<file path="src/dma_ctrl_map.svh">
/*
 * Constants for the eight-channel DMA controller: activation codes,
 * address step codes and fixed address fields.
 * Assumes inclusion by the controller module, its assertion checker and its test bench.
 */
`ifndef DMA_CTRL_MAP_SVH
`define DMA_CTRL_MAP_SVH

// ==========================================================================
// Activation sources
// ==========================================================================
`define ACT_TIMER0 3'h0
`define ACT_TIMER3 3'h3
`define ACT_SER_TXE 3'h4
`define ACT_SER_RXF 3'h5
`define ACT_EXT 3'h6
`define ACT_AUTO 3'h7

// ==========================================================================
// Memory address step codes
// ==========================================================================
`define STEP_FIXED 2'h0
`define STEP_INC 2'h1
`define STEP_DEC 2'h2

// ==========================================================================
// Address and count figures
// ==========================================================================
`define IO_PAGE 16'hFFFF
`define BYTE_STEP 24'h000001
`define WORD_STEP 24'h000002
`define FULL_COUNT 17'h10000
`define REPEAT_WRAP 17'h00100
`define CNT_ONE 17'h00001
`define BLK_ONE 8'h01

`endif

</file>
<file path="src/dma_ctrl_pkg.sv">
/*
 * Types shared by the DMA controller and its surroundings.
 * Assumes dma_ctrl_map.svh sits in the include path.
 */
package dma_ctrl_pkg;

    // ======================================================================
    // Transfer modes
    // ======================================================================
    typedef enum logic [2:0] {
        MODE_IO,
        MODE_IDLE,
        MODE_REPEAT,
        MODE_NORMAL,
        MODE_BLOCK
    } xfer_mode_t;

    // ======================================================================
    // Per-channel configuration and bus command
    // ======================================================================
    typedef struct packed {
        logic enable;
        xfer_mode_t mode;
        logic word;
        logic io_to_mem;
        logic [1:0] step;
        logic burst;
        logic fix_dst;
        logic [2:0] act_sel;
        logic [23:0] mem_addr;
        logic [7:0] io_addr;
        logic [15:0] count;
        logic [7:0] block;
    } chan_cfg_t;

    typedef struct packed {
        logic req;
        logic we;
        logic word;
        logic [23:0] addr;
        logic [15:0] wdata;
    } bus_cmd_t;

endpackage

</file>
<file path="src/dma_ctrl.sv">
/*
 * Eight-channel DMA controller: four channel pairs, each pair
 * run as two short-address channels or as one full-address channel, with a
 * single read-then-write bus engine shared by all channels.
 * Assumes a bus slave that answers each held request with a one-cycle ack,
 * and interrupt sources that pulse for one cycle on i_mclk.
 */
`timescale 1ns/10ps
`include "dma_ctrl_map.svh"

module dma_ctrl
    import dma_ctrl_pkg::*;
#(
    parameter int NUM_PAIRS = 4
) (
    // Clock, reset and enable
    input wire logic i_mclk,
    input wire logic i_rst_b,
    input wire logic i_ce,
    // Channel configuration, index 2p is channel A and 2p+1 channel B of pair p
    input wire chan_cfg_t i_cfg [2*NUM_PAIRS],
    // Activation sources
    input wire logic [3:0] i_timer_irq,
    input wire logic i_ser_txe,
    input wire logic i_ser_rxf,
    input wire logic [NUM_PAIRS-1:0] i_dma_request_in,
    // System bus
    output bus_cmd_t o_bus,
    input wire logic i_bus_ack,
    input wire logic [15:0] i_bus_rdata,
    // Status and pins
    output logic [2*NUM_PAIRS-1:0] o_ch_active,
    output logic [NUM_PAIRS-1:0] o_transfer_end_out
);

    localparam int NCH = 2 * NUM_PAIRS;

    // ======================================================================
    // Parameter check
    // ======================================================================
    generate
        if (NUM_PAIRS != 4) begin : g_bad_pairs
            $error("dma_ctrl serves exactly four channel pairs");
        end
    endgenerate

    typedef enum {S_IDLE, S_READ, S_WRITE} eng_state_t;

    eng_state_t state_reg;
    logic [2:0] ch_reg;
    logic [15:0] data_reg;
    logic [NCH-1:0] pend_reg;
    logic [NCH-1:0] act_reg;
    logic [NCH-1:0] en_d_reg;
    logic [23:0] addr_reg [NCH];
    logic [23:0] addr2_reg [NCH];
    logic [16:0] cnt_reg [NCH];
    logic [7:0] blk_reg [NCH];
    logic [NUM_PAIRS-1:0] dma_request_in_s1_reg, dma_request_in_s2_reg, dma_request_in_s3_reg;
    logic [NUM_PAIRS-1:0] dma_request_in_lvl_reg, dma_request_in_lvl_d_reg;
    logic [NUM_PAIRS-1:0] dma_request_in_rise;
    logic [NCH-1:0] full_ch, trig, start, can_run;
    logic [2:0] grant;
    logic grant_vld;
    logic xfer_done;

    // ======================================================================
    // External request synchroniser, three stages, last two must agree
    // ======================================================================
    always_ff @(posedge i_mclk) begin
        if (!i_rst_b) begin
            dma_request_in_s1_reg <= '0;
            dma_request_in_s2_reg <= '0;
            dma_request_in_s3_reg <= '0;
            dma_request_in_lvl_reg <= '0;
            dma_request_in_lvl_d_reg <= '0;
        end else if (i_ce) begin
            dma_request_in_s1_reg <= i_dma_request_in;
            dma_request_in_s2_reg <= dma_request_in_s1_reg;
            dma_request_in_s3_reg <= dma_request_in_s2_reg;
            dma_request_in_lvl_reg <= (dma_request_in_s2_reg & dma_request_in_s3_reg) | (dma_request_in_lvl_reg & (dma_request_in_s2_reg | dma_request_in_s3_reg));
            dma_request_in_lvl_d_reg <= dma_request_in_lvl_reg;
        end
    end

    // One request per filtered rising edge of the pin.
    assign dma_request_in_rise = dma_request_in_lvl_reg & ~dma_request_in_lvl_d_reg;

    // ======================================================================
    // Per-channel activation decode
    // ======================================================================
    genvar gi;
    generate
        for (gi = 0; gi < NCH; gi++) begin : g_act
            localparam int PAIR = gi / 2;
            localparam int ACH = gi - (gi % 2);
            logic a_full;
            assign a_full = (i_cfg[ACH].mode == MODE_NORMAL) || (i_cfg[ACH].mode == MODE_BLOCK);
            // A full-address pair runs on channel A; channel B gives its address and step code only.
            assign full_ch[gi] = a_full;
            assign can_run[gi] = !(a_full && (gi % 2 == 1));
            assign start[gi] = i_cfg[gi].enable && !en_d_reg[gi] && can_run[gi];
            always_comb begin
                case (i_cfg[gi].act_sel)
                    `ACT_SER_TXE: trig[gi] = i_ser_txe;
                    `ACT_SER_RXF: trig[gi] = i_ser_rxf;
                    // Short-mode A channels take no external request.
                    `ACT_EXT: trig[gi] = dma_request_in_rise[PAIR] && (a_full || (gi % 2 == 1));
                    `ACT_AUTO: trig[gi] = a_full && (i_cfg[gi].mode == MODE_NORMAL);
                    default: trig[gi] = i_timer_irq[i_cfg[gi].act_sel[1:0]];
                endcase
            end
        end
    endgenerate

    // ======================================================================
    // Arbitration, lowest channel number first
    // ======================================================================
    always_comb begin
        grant = 3'h0;
        grant_vld = 1'b0;
        for (int i = NCH - 1; i >= 0; i--) begin
            if (pend_reg[i] && act_reg[i]) begin
                grant = 3'(i);
                grant_vld = 1'b1;
            end
        end
    end

    // ======================================================================
    // Address and count arithmetic for the channel on the bus
    // ======================================================================
    chan_cfg_t cur, bcfg;
    logic [23:0] unit, src_addr, dst_addr, nxt_addr, nxt_addr2;
    logic [16:0] nxt_cnt;
    logic [7:0] nxt_blk;
    logic is_full, is_block, is_auto, blk_last, unit_done, cnt_last, ch_end, lock;

    always_comb begin
        cur = i_cfg[ch_reg];
        bcfg = i_cfg[ch_reg | 3'h1];
        is_full = full_ch[ch_reg];
        is_block = is_full && (cur.mode == MODE_BLOCK);
        is_auto = is_full && (cur.mode == MODE_NORMAL) && (cur.act_sel == `ACT_AUTO);
        unit = cur.word ? `WORD_STEP : `BYTE_STEP;
        if (is_full) begin
            src_addr = addr_reg[ch_reg];
            dst_addr = addr2_reg[ch_reg];
        end else if (cur.io_to_mem) begin
            src_addr = {`IO_PAGE, cur.io_addr};
            dst_addr = addr_reg[ch_reg];
        end else begin
            src_addr = addr_reg[ch_reg];
            dst_addr = {`IO_PAGE, cur.io_addr};
        end
        nxt_addr = addr_reg[ch_reg];
        if (!(!is_full && cur.mode == MODE_IDLE)) begin
            if (cur.step == `STEP_INC) begin
                nxt_addr = addr_reg[ch_reg] + unit;
            end else if (cur.step == `STEP_DEC) begin
                nxt_addr = addr_reg[ch_reg] - unit;
            end
        end
        // Channel B's step code moves the destination of a full pair.
        nxt_addr2 = addr2_reg[ch_reg];
        if (bcfg.step == `STEP_INC) begin
            nxt_addr2 = addr2_reg[ch_reg] + unit;
        end else if (bcfg.step == `STEP_DEC) begin
            nxt_addr2 = addr2_reg[ch_reg] - unit;
        end
        blk_last = is_block && (blk_reg[ch_reg] == `BLK_ONE);
        unit_done = !is_block || blk_last;
        cnt_last = unit_done && (cnt_reg[ch_reg] == `CNT_ONE);
        nxt_blk = blk_last ? cur.block : blk_reg[ch_reg] - `BLK_ONE;
        nxt_cnt = unit_done ? cnt_reg[ch_reg] - `CNT_ONE : cnt_reg[ch_reg];
        if (blk_last) begin
            // The fixed block area returns to its start after every block.
            if (cur.fix_dst) begin
                nxt_addr2 = bcfg.mem_addr;
            end else begin
                nxt_addr = cur.mem_addr;
            end
        end
        if (cnt_last && !is_full && cur.mode == MODE_REPEAT) begin
            nxt_addr = cur.mem_addr;
            nxt_cnt = (cur.count[7:0] == 8'h00) ? `REPEAT_WRAP : {9'h000, cur.count[7:0]};
        end
        // A repeat channel never ends on its own; only enable low, or a full-address mode on channel A of its pair, stops it.
        ch_end = cnt_last && !(!is_full && cur.mode == MODE_REPEAT);
        lock = (is_block && !blk_last) || (is_auto && cur.burst && !cnt_last);
    end

    assign xfer_done = (state_reg == S_WRITE) && i_bus_ack;

    // ======================================================================
    // Channel state: load on enable, update after each write
    // ======================================================================
    always_ff @(posedge i_mclk) begin
        if (!i_rst_b) begin
            act_reg <= '0;
            en_d_reg <= '0;
            for (int i = 0; i < NCH; i++) begin
                addr_reg[i] <= 24'h000000;
                addr2_reg[i] <= 24'h000000;
                cnt_reg[i] <= 17'h00000;
                blk_reg[i] <= 8'h00;
            end
        end else if (i_ce) begin
            for (int i = 0; i < NCH; i++) begin
                // Only a rising enable loads the channel, so a held enable does not restart it.
                en_d_reg[i] <= i_cfg[i].enable;
                if (!i_cfg[i].enable || !can_run[i]) begin
                    act_reg[i] <= 1'b0;
                end else if (start[i]) begin
                    act_reg[i] <= 1'b1;
                    addr_reg[i] <= i_cfg[i].mem_addr;
                    addr2_reg[i] <= i_cfg[i | 1].mem_addr;
                    blk_reg[i] <= i_cfg[i].block;
                    if (!full_ch[i] && i_cfg[i].mode == MODE_REPEAT) begin
                        cnt_reg[i] <= (i_cfg[i].count[7:0] == 8'h00) ? `REPEAT_WRAP
                                    : {9'h000, i_cfg[i].count[7:0]};
                    end else begin
                        cnt_reg[i] <= (i_cfg[i].count == 16'h0000) ? `FULL_COUNT
                                    : {1'b0, i_cfg[i].count};
                    end
                end else if (xfer_done && ch_reg == 3'(i)) begin
                    addr_reg[i] <= nxt_addr;
                    addr2_reg[i] <= nxt_addr2;
                    cnt_reg[i] <= nxt_cnt;
                    blk_reg[i] <= nxt_blk;
                    if (ch_end) begin
                        act_reg[i] <= 1'b0;
                    end
                end
            end
        end
    end

    // ======================================================================
    // Pending requests, a new request wins over the clear
    // ======================================================================
    always_ff @(posedge i_mclk) begin
        if (!i_rst_b) begin
            pend_reg <= '0;
        end else if (i_ce) begin
            for (int i = 0; i < NCH; i++) begin
                if (trig[i] && act_reg[i]) begin
                    pend_reg[i] <= 1'b1;
                end else if (!act_reg[i]) begin
                    pend_reg[i] <= 1'b0;
                end else if (xfer_done && ch_reg == 3'(i) && unit_done && !is_auto) begin
                    pend_reg[i] <= 1'b0;
                end
            end
        end
    end

    // ======================================================================
    // Bus engine: read the source, then write the destination
    // ======================================================================
    always_ff @(posedge i_mclk) begin
        if (!i_rst_b) begin
            state_reg <= S_IDLE;
            ch_reg <= 3'h0;
            data_reg <= 16'h0000;
            o_bus <= '0;
        end else if (i_ce) begin
            case (state_reg)
                S_IDLE: begin
                    if (grant_vld) begin
                        ch_reg <= grant;
                        state_reg <= S_READ;
                    end
                    o_bus <= '0;
                end
                S_READ: begin
                    // The request rises one cycle after entry, so every access starts from low.
                    if (!o_bus.req) begin
                        o_bus.req <= 1'b1;
                        o_bus.we <= 1'b0;
                        o_bus.word <= cur.word;
                        o_bus.addr <= src_addr;
                    end else if (i_bus_ack) begin
                        data_reg <= i_bus_rdata;
                        o_bus.req <= 1'b0;
                        state_reg <= S_WRITE;
                    end
                end
                S_WRITE: begin
                    if (!o_bus.req) begin
                        o_bus.req <= 1'b1;
                        o_bus.we <= 1'b1;
                        o_bus.addr <= dst_addr;
                        o_bus.wdata <= data_reg;
                    end else if (i_bus_ack) begin
                        o_bus.req <= 1'b0;
                        // Cycle steal frees the bus between transfers; auto-request burst and blocks hold it.
                        state_reg <= (lock && act_reg[ch_reg]) ? S_READ : S_IDLE;
                    end
                end
                default: begin
                    state_reg <= S_IDLE;
                    o_bus <= '0;
                end
            endcase
        end
    end

    // ======================================================================
    // Status and transfer-end pins
    // ======================================================================
    always_ff @(posedge i_mclk) begin
        if (!i_rst_b) begin
            o_transfer_end_out <= '0;
            o_ch_active <= '0;
        end else if (i_ce) begin
            o_ch_active <= act_reg;
            for (int p = 0; p < NUM_PAIRS; p++) begin
                o_transfer_end_out[p] <= xfer_done && ch_end && (ch_reg[2:1] == 2'(p));
            end
        end
    end

endmodule

</file>
<file path="config.mk">
export PLATFORM = sky130hd
export DESIGN_NAME = dma_ctrl
export DESIGN_NICKNAME = d
export VERILOG_FILES = /design/src/dma_ctrl_pkg.sv /design/src/dma_ctrl.sv
export VERILOG_INCLUDE_DIRS = /design/src
export SDC_FILE = /design/constraint.sdc
export NUM_CORES = 2
export LEC_CHECK = 0
export CAP_MARGIN = 20
export CORE_MARGIN = 3
export CORE_UTILIZATION = 55
export CTS_CLUSTER_DIAMETER = 60
export DETAILED_ROUTE_END_ITERATION = 7
export DONT_BUFFER_PORTS = 1
export PLACE_DENSITY_LB_ADDON = 0.1
export SETUP_SLACK_MARGIN = 0.02
export SYNTH_ARGS = -nofsm -noshare
export SYNTH_HDL_FRONTEND = slang
export SYNTH_SLANG_ARGS = --single-unit
</file>
<file path="constraint.sdc">
create_clock -name i_mclk -period 5.35 [get_ports i_mclk]
set_input_delay 0.8025 -clock i_mclk [delete_from_list [all_inputs] [get_ports i_mclk]]
set_output_delay 0.8025 -clock i_mclk [all_outputs]
set_load 0.02 [all_outputs]
</file>
### After elaboration in Yosys (flattened, before gate mapping)

Memory sizes are Yosys's and may differ from the RTL's. A register that Yosys moved wholly into a read port is not among the register bits.
Index checks and enable logic that the tools add are counted.

* add/sub/neg operators: 6
* $lt $le $gt $ge: 11
* equal/unequal tests: 99
* muxes and demuxes: 415
* bitwise gates (word level): 82
* reductions and logical operators: 174

Operator list (count)
* $mux 24: 46
* $mux 17: 34
* $bmux 69 s3: 2
* $mux 1: 256
* $mux 32: 5
* $mux 68: 2
* $mux 8: 17
* $logic_not 16->1: 8
* $eq 3x3->1 const B: 42
* $mux 63: 2
* $pmux 32 s3: 1
* $logic_and 1x1->1: 92
* $mux 9: 9
* $logic_not 8->1: 9
* $or 1x1->1: 72
* $eq 3x2->1 const B: 20
* $add 24x2->24: 2
* $mux 3: 16
* $ne 3x1->1 const B: 16
* $pmux 24 s2: 1
* $sub 24x2->24: 2
* $mux 40: 1
* $reduce_and 3->1: 12
* $eq 32x1->1 const B: 1
* other kinds (35): 119

* register bits after elaboration: 150
* memory bits (writable): 584
* output and inout bits: 55
* logic and storage cells: 823
* memories: 4

Memory list
* addr2_reg: words 8, bits a word 24, read ports 1, clocked after Yosys merged registers in 1, wr ports 8, line dma_ctrl.sv:56 `logic [23:0] addr2_reg [NCH];`
* addr_reg: words 8, bits a word 24, read ports 1, clocked after Yosys merged registers in 1, wr ports 8, line dma_ctrl.sv:55 `logic [23:0] addr_reg [NCH];`
* cnt_reg: words 8, bits a word 17, read ports 1, clocked after Yosys merged registers in 1, wr ports 8, line dma_ctrl.sv:57 `logic [16:0] cnt_reg [NCH];`
* blk_reg: words 8, bits a word 8, read ports 1, clocked after Yosys merged registers in 1, wr ports 8, line dma_ctrl.sv:58 `logic [7:0] blk_reg [NCH];`

### Longest topological paths before layout

* depth in word-level cells: 17
* gate-level depth with buffers: 24
* gate-level depth less buffers: 13

### Worst setup path after synthesis

OpenSTA, ideal clock, no wires.

* kind: flip-flop to flip-flop
* start point: reg ch_reg[1]
* end point: mem addr2_reg[6][22] (data pin)
* setup time: 271 ps
* arrival time: 5454 ps
* slack: -375 ps
* stages on the path, launching flop included: 21
* buffers on the path: 8
* cells stage by stage: dfxtp_1 > buf_2 > buf_2 > buf_2 > buf_2 > buf_2 > buf_2 > buf_2 > mux4_2 > mux2i_1 > ha_1 > inv_1 > fa_1 > nor3_1 > nand2_1 > or3_1 > buf_2 > a2111oi_4 > xor2_1 > o21a_1 > a21oi_1

RTL lines
* start, declared: line dma_ctrl.sv:50 `logic [2:0] ch_reg;`
* start signal, assigned: line dma_ctrl.sv:271 `ch_reg <= grant;`
* end, declared: line dma_ctrl.sv:56

==> key figures <==
Outcome
  – Status: complete, no violations

Place
  – Pre-CTS setup slack: 0.416 ns
  – Detailed Place HPWL: 127000 µm
  – GPL Wtd Cong: 1.00
  – DP Area: 0.0448 mm²
  – I/O Buffers: 0

Synth
  – Netlist cell types: 102
  – Share of the synthesized area in the top cell type: 40.3%
  – Synth Register Bits: 707
  – Cells after Synth: 3995
  – List of most frequent post-synthesis cells: nand2_1 (660), edfxtp_1 (584), o21ai_0 (522)
  – Post-synth EDFFs: 584
  – Avg Cell Area, Syn: 10.9 µm²
  – Yosys warns: 0
  – Netlist Area Pre-Place: 0.0435 mm²
  – Seq/Total Area, Yosys: 45.9%
  – FFs w/ async S/R, synth: 0%
  – Syn nets: 4597
  – Area contributors post-synth: edfxtp_1 (40%), mux4_2 (12%), o21ai_0 (6.0%), nand2_1 (5.7%), dfxtp_1 (5.7%)
  – Top-count cell post-synth: nand2_1
  – Ys flop type: edfxtp_1
  – Dominant cell type by area after synthesis: edfxtp_1

Cells and area
  – Fill cells: 6499
  – Final instance area: 0.0473 mm²
  – Layout area overhead: 8.72%
  – Register area: 0.0200 mm²
  – Footprint of the multi-input gates: 0.0222 mm²
  – Fin nets: 4537
  – Fraction of layout cells with a size suffix above 1: 16.2%

Drt
  – Drt drc: 0
  – Pre-Repair DR Iteration Count: 6
  – Vias per Instance: 7.36
  – Vias: 37100
  – Antenna viol nets, final: 0
  – Routed WL per cell: 36.2 µm
  – WL final: 183000 µm
  – DRT iter0 DRCs: 5266

Power and ir drop
  – Pleak: 15.4 nW
  – PD cells: 282 mW/mm²
  – Logic pwr share: 11.6%
  – P_sw: 0.00349 W
  – Maximum VDD drop: 0.249 mV
  – Switching share of power: 26.1%
  – Clock share of power: 40.6%
  – Reg power frac: 47.8%
  – Internal cell power: 0.00986 W

Critical path
  – Crit end category: flop
  – Critical Path Sink: cnt_reg[2][15]
  – WP data arrival: 5.34 ns
  – Crit Path Category: flop to flop
  – Startpoint types: flop
  – Worst EP required: 5.69 ns
  – R2r endpoint: cnt_reg[2][15]
  – Worst-path fanout max: 29
  – Worst r2r path cells: 10
  – Register-to-register setup slack: 0.35 ns

Global route
  – Gr usage total: 43.2%
  – Antenna violations before repair: 12
  – GR Overflow Total: 0
  – Vias in the first global route: 36100
  – Largest net degree at the start of global routing: 175
  – First-pass GRT wire length: 256000 µm

CTS
  – Post-CTS Setup Inserts: 0
  – Hold buffer count at CTS: 0
  – Clk buf depth: 3
  – CTS Buf Count: 81
  – Worst-skew pair later-pin latency: 0.64 ns
  – Reg clk slew, reported paths: 0.06 ns
  – CTS tree: built
  – Post_cts resized: 0
  – CTS root buf: clkbuf_16
  – H-tree levels: 3
  – CTS Sinks: 707

Run
  – Max-cap viol count: 0

STA
  – Hold WS: 0.299 ns
  – RSZ-0062 raised after global routing: false
  – Achievable Freq: 200 MHz
  – Final setup viols: 0
  – Fin crit share: 93.4%
  – Setup Skew: 0.0269 ns
  – Final hold violation count: 0
  – Final setup margin: 0.352 ns
  – Slew @ Worst Pin: 1.18 ns
  – Setup tns final: 0 ns
  – Slew margin rel.: 21.0%
  – Tmin final: 5.00 ns
  – Final Max Tran Viols: 0

Floorplanning
  – Die Y-Extent: 287 µm
  – Die Width: 287 µm
  – Core area: 0.0780 mm²
  – Initial Util: 55.8%
  – I/O pins: 637
  – Row cnt: 102
  – Die area: 0.0826 mm²

Worst hold path
  – Hold path start: i_ce
  – Worst Hold Path Cells: 1
  – Min-delay worst type: input pin to flop
per-layer routing:
metal,track usage (%),vias to the layer above,share of wire (%)
met5,0,-,0.032
met4,23.7,10,6.5
met3,12.9,608,13
met2,67.4,2953,46
met1,54.2,18200,35
li1,-,15300,-
logic make-up (layout without fill, tap and decap cells):
family,after synthesis,after routing,share of synthesized area (%)
simple gates,1296,1296,14.0
compound gates,1077,1077,15.3
flops,707,707,45.9
mux,525,525,19.5
buf+inv,314,315,3.56
xor+xnor,56,56,1.13
fa+ha+maj,20,20,0.644
other cells,0,9,0
layout make-up:
class                      instances  area share (%)
clock buffer                      99            4.54
sequential                       707            42.3
antenna                            9          0.0476
tap                             1040            2.75
inverter                          28           0.222
timing repair buffer             143            2.61
multi-input combinational       2974            46.8
clock inverter                    45           0.748
cell usage in the layout, fill, tap and decap left out, drive strengths merged, types with 33 or more instances in the layout:
cell type,Yosys,layout
nor2,123,123
inv,27,35
nor2b,79,79
a21oi,122,122
nand2,660,660
mux2i,249,249
nand3,124,124
a22oi,50,50
dfxtp,123,123
mux4,243,243
buf,105,143
nand4,40,40
xnor2,40,40
clkinv,1,33
edfxtp,584,584
a21boi,42,42
o21ai,605,605
a22o,65,65
mux2,33,33
nor3,65,65
clkbuf,174,99
power groups by stage:
stage	combinational (W)	clock [W]	sequential [W]
6_report	0.00155	0.00542	0.00638
4_1_cts	0.00150	0.00541	0.00638
3_5_place_dp	0.00150	0	0.00650
5_1_grt	0.00162	0.00561	0.00640
3_3_place_gp	0.00149	0	0.00649
2_1_floorplan	0.00100	0	0.00645
critical path, cell delays in order, from the launching register on:
cell and delay, ns:
dfxtp_4 0.78, buf_4 0.37, mux4_2 0.52, mux2i_1 0.33, and4_1 0.31, nand4_2 0.42
nand2_1 0.54, nand3_1 0.24, nor2_1 0.18, xor2_1 0.71, o21ai_0 0.27
per-stage QoR:
stage,util (%),instances,power (W)
3_3_place_gp,57.4,4889,0.00797
4_1_cts,60.7,5034,0.0133
6_report,60.7,5045,0.0133
2_1_floorplan,-,3995,0.00745
3_5_place_dp,57.5,4890,0.00799
5_1_grt,60.7,5036,0.0136
worst min path at each step:
stage / slack [ns] / endpoint
floorplan: 0.44 / dma_request_in_lvl_reg[0]
global placement: 0.46 / dma_request_in_lvl_reg[0]
detailed placement: 0.46 / dma_request_in_lvl_reg[3]
CTS: 0.26 / act_reg[6]
global route: 0.26 / act_reg[6]
finish: 0.30 / act_reg[6]
No activity file was read; power rests on OpenSTA's default activity.
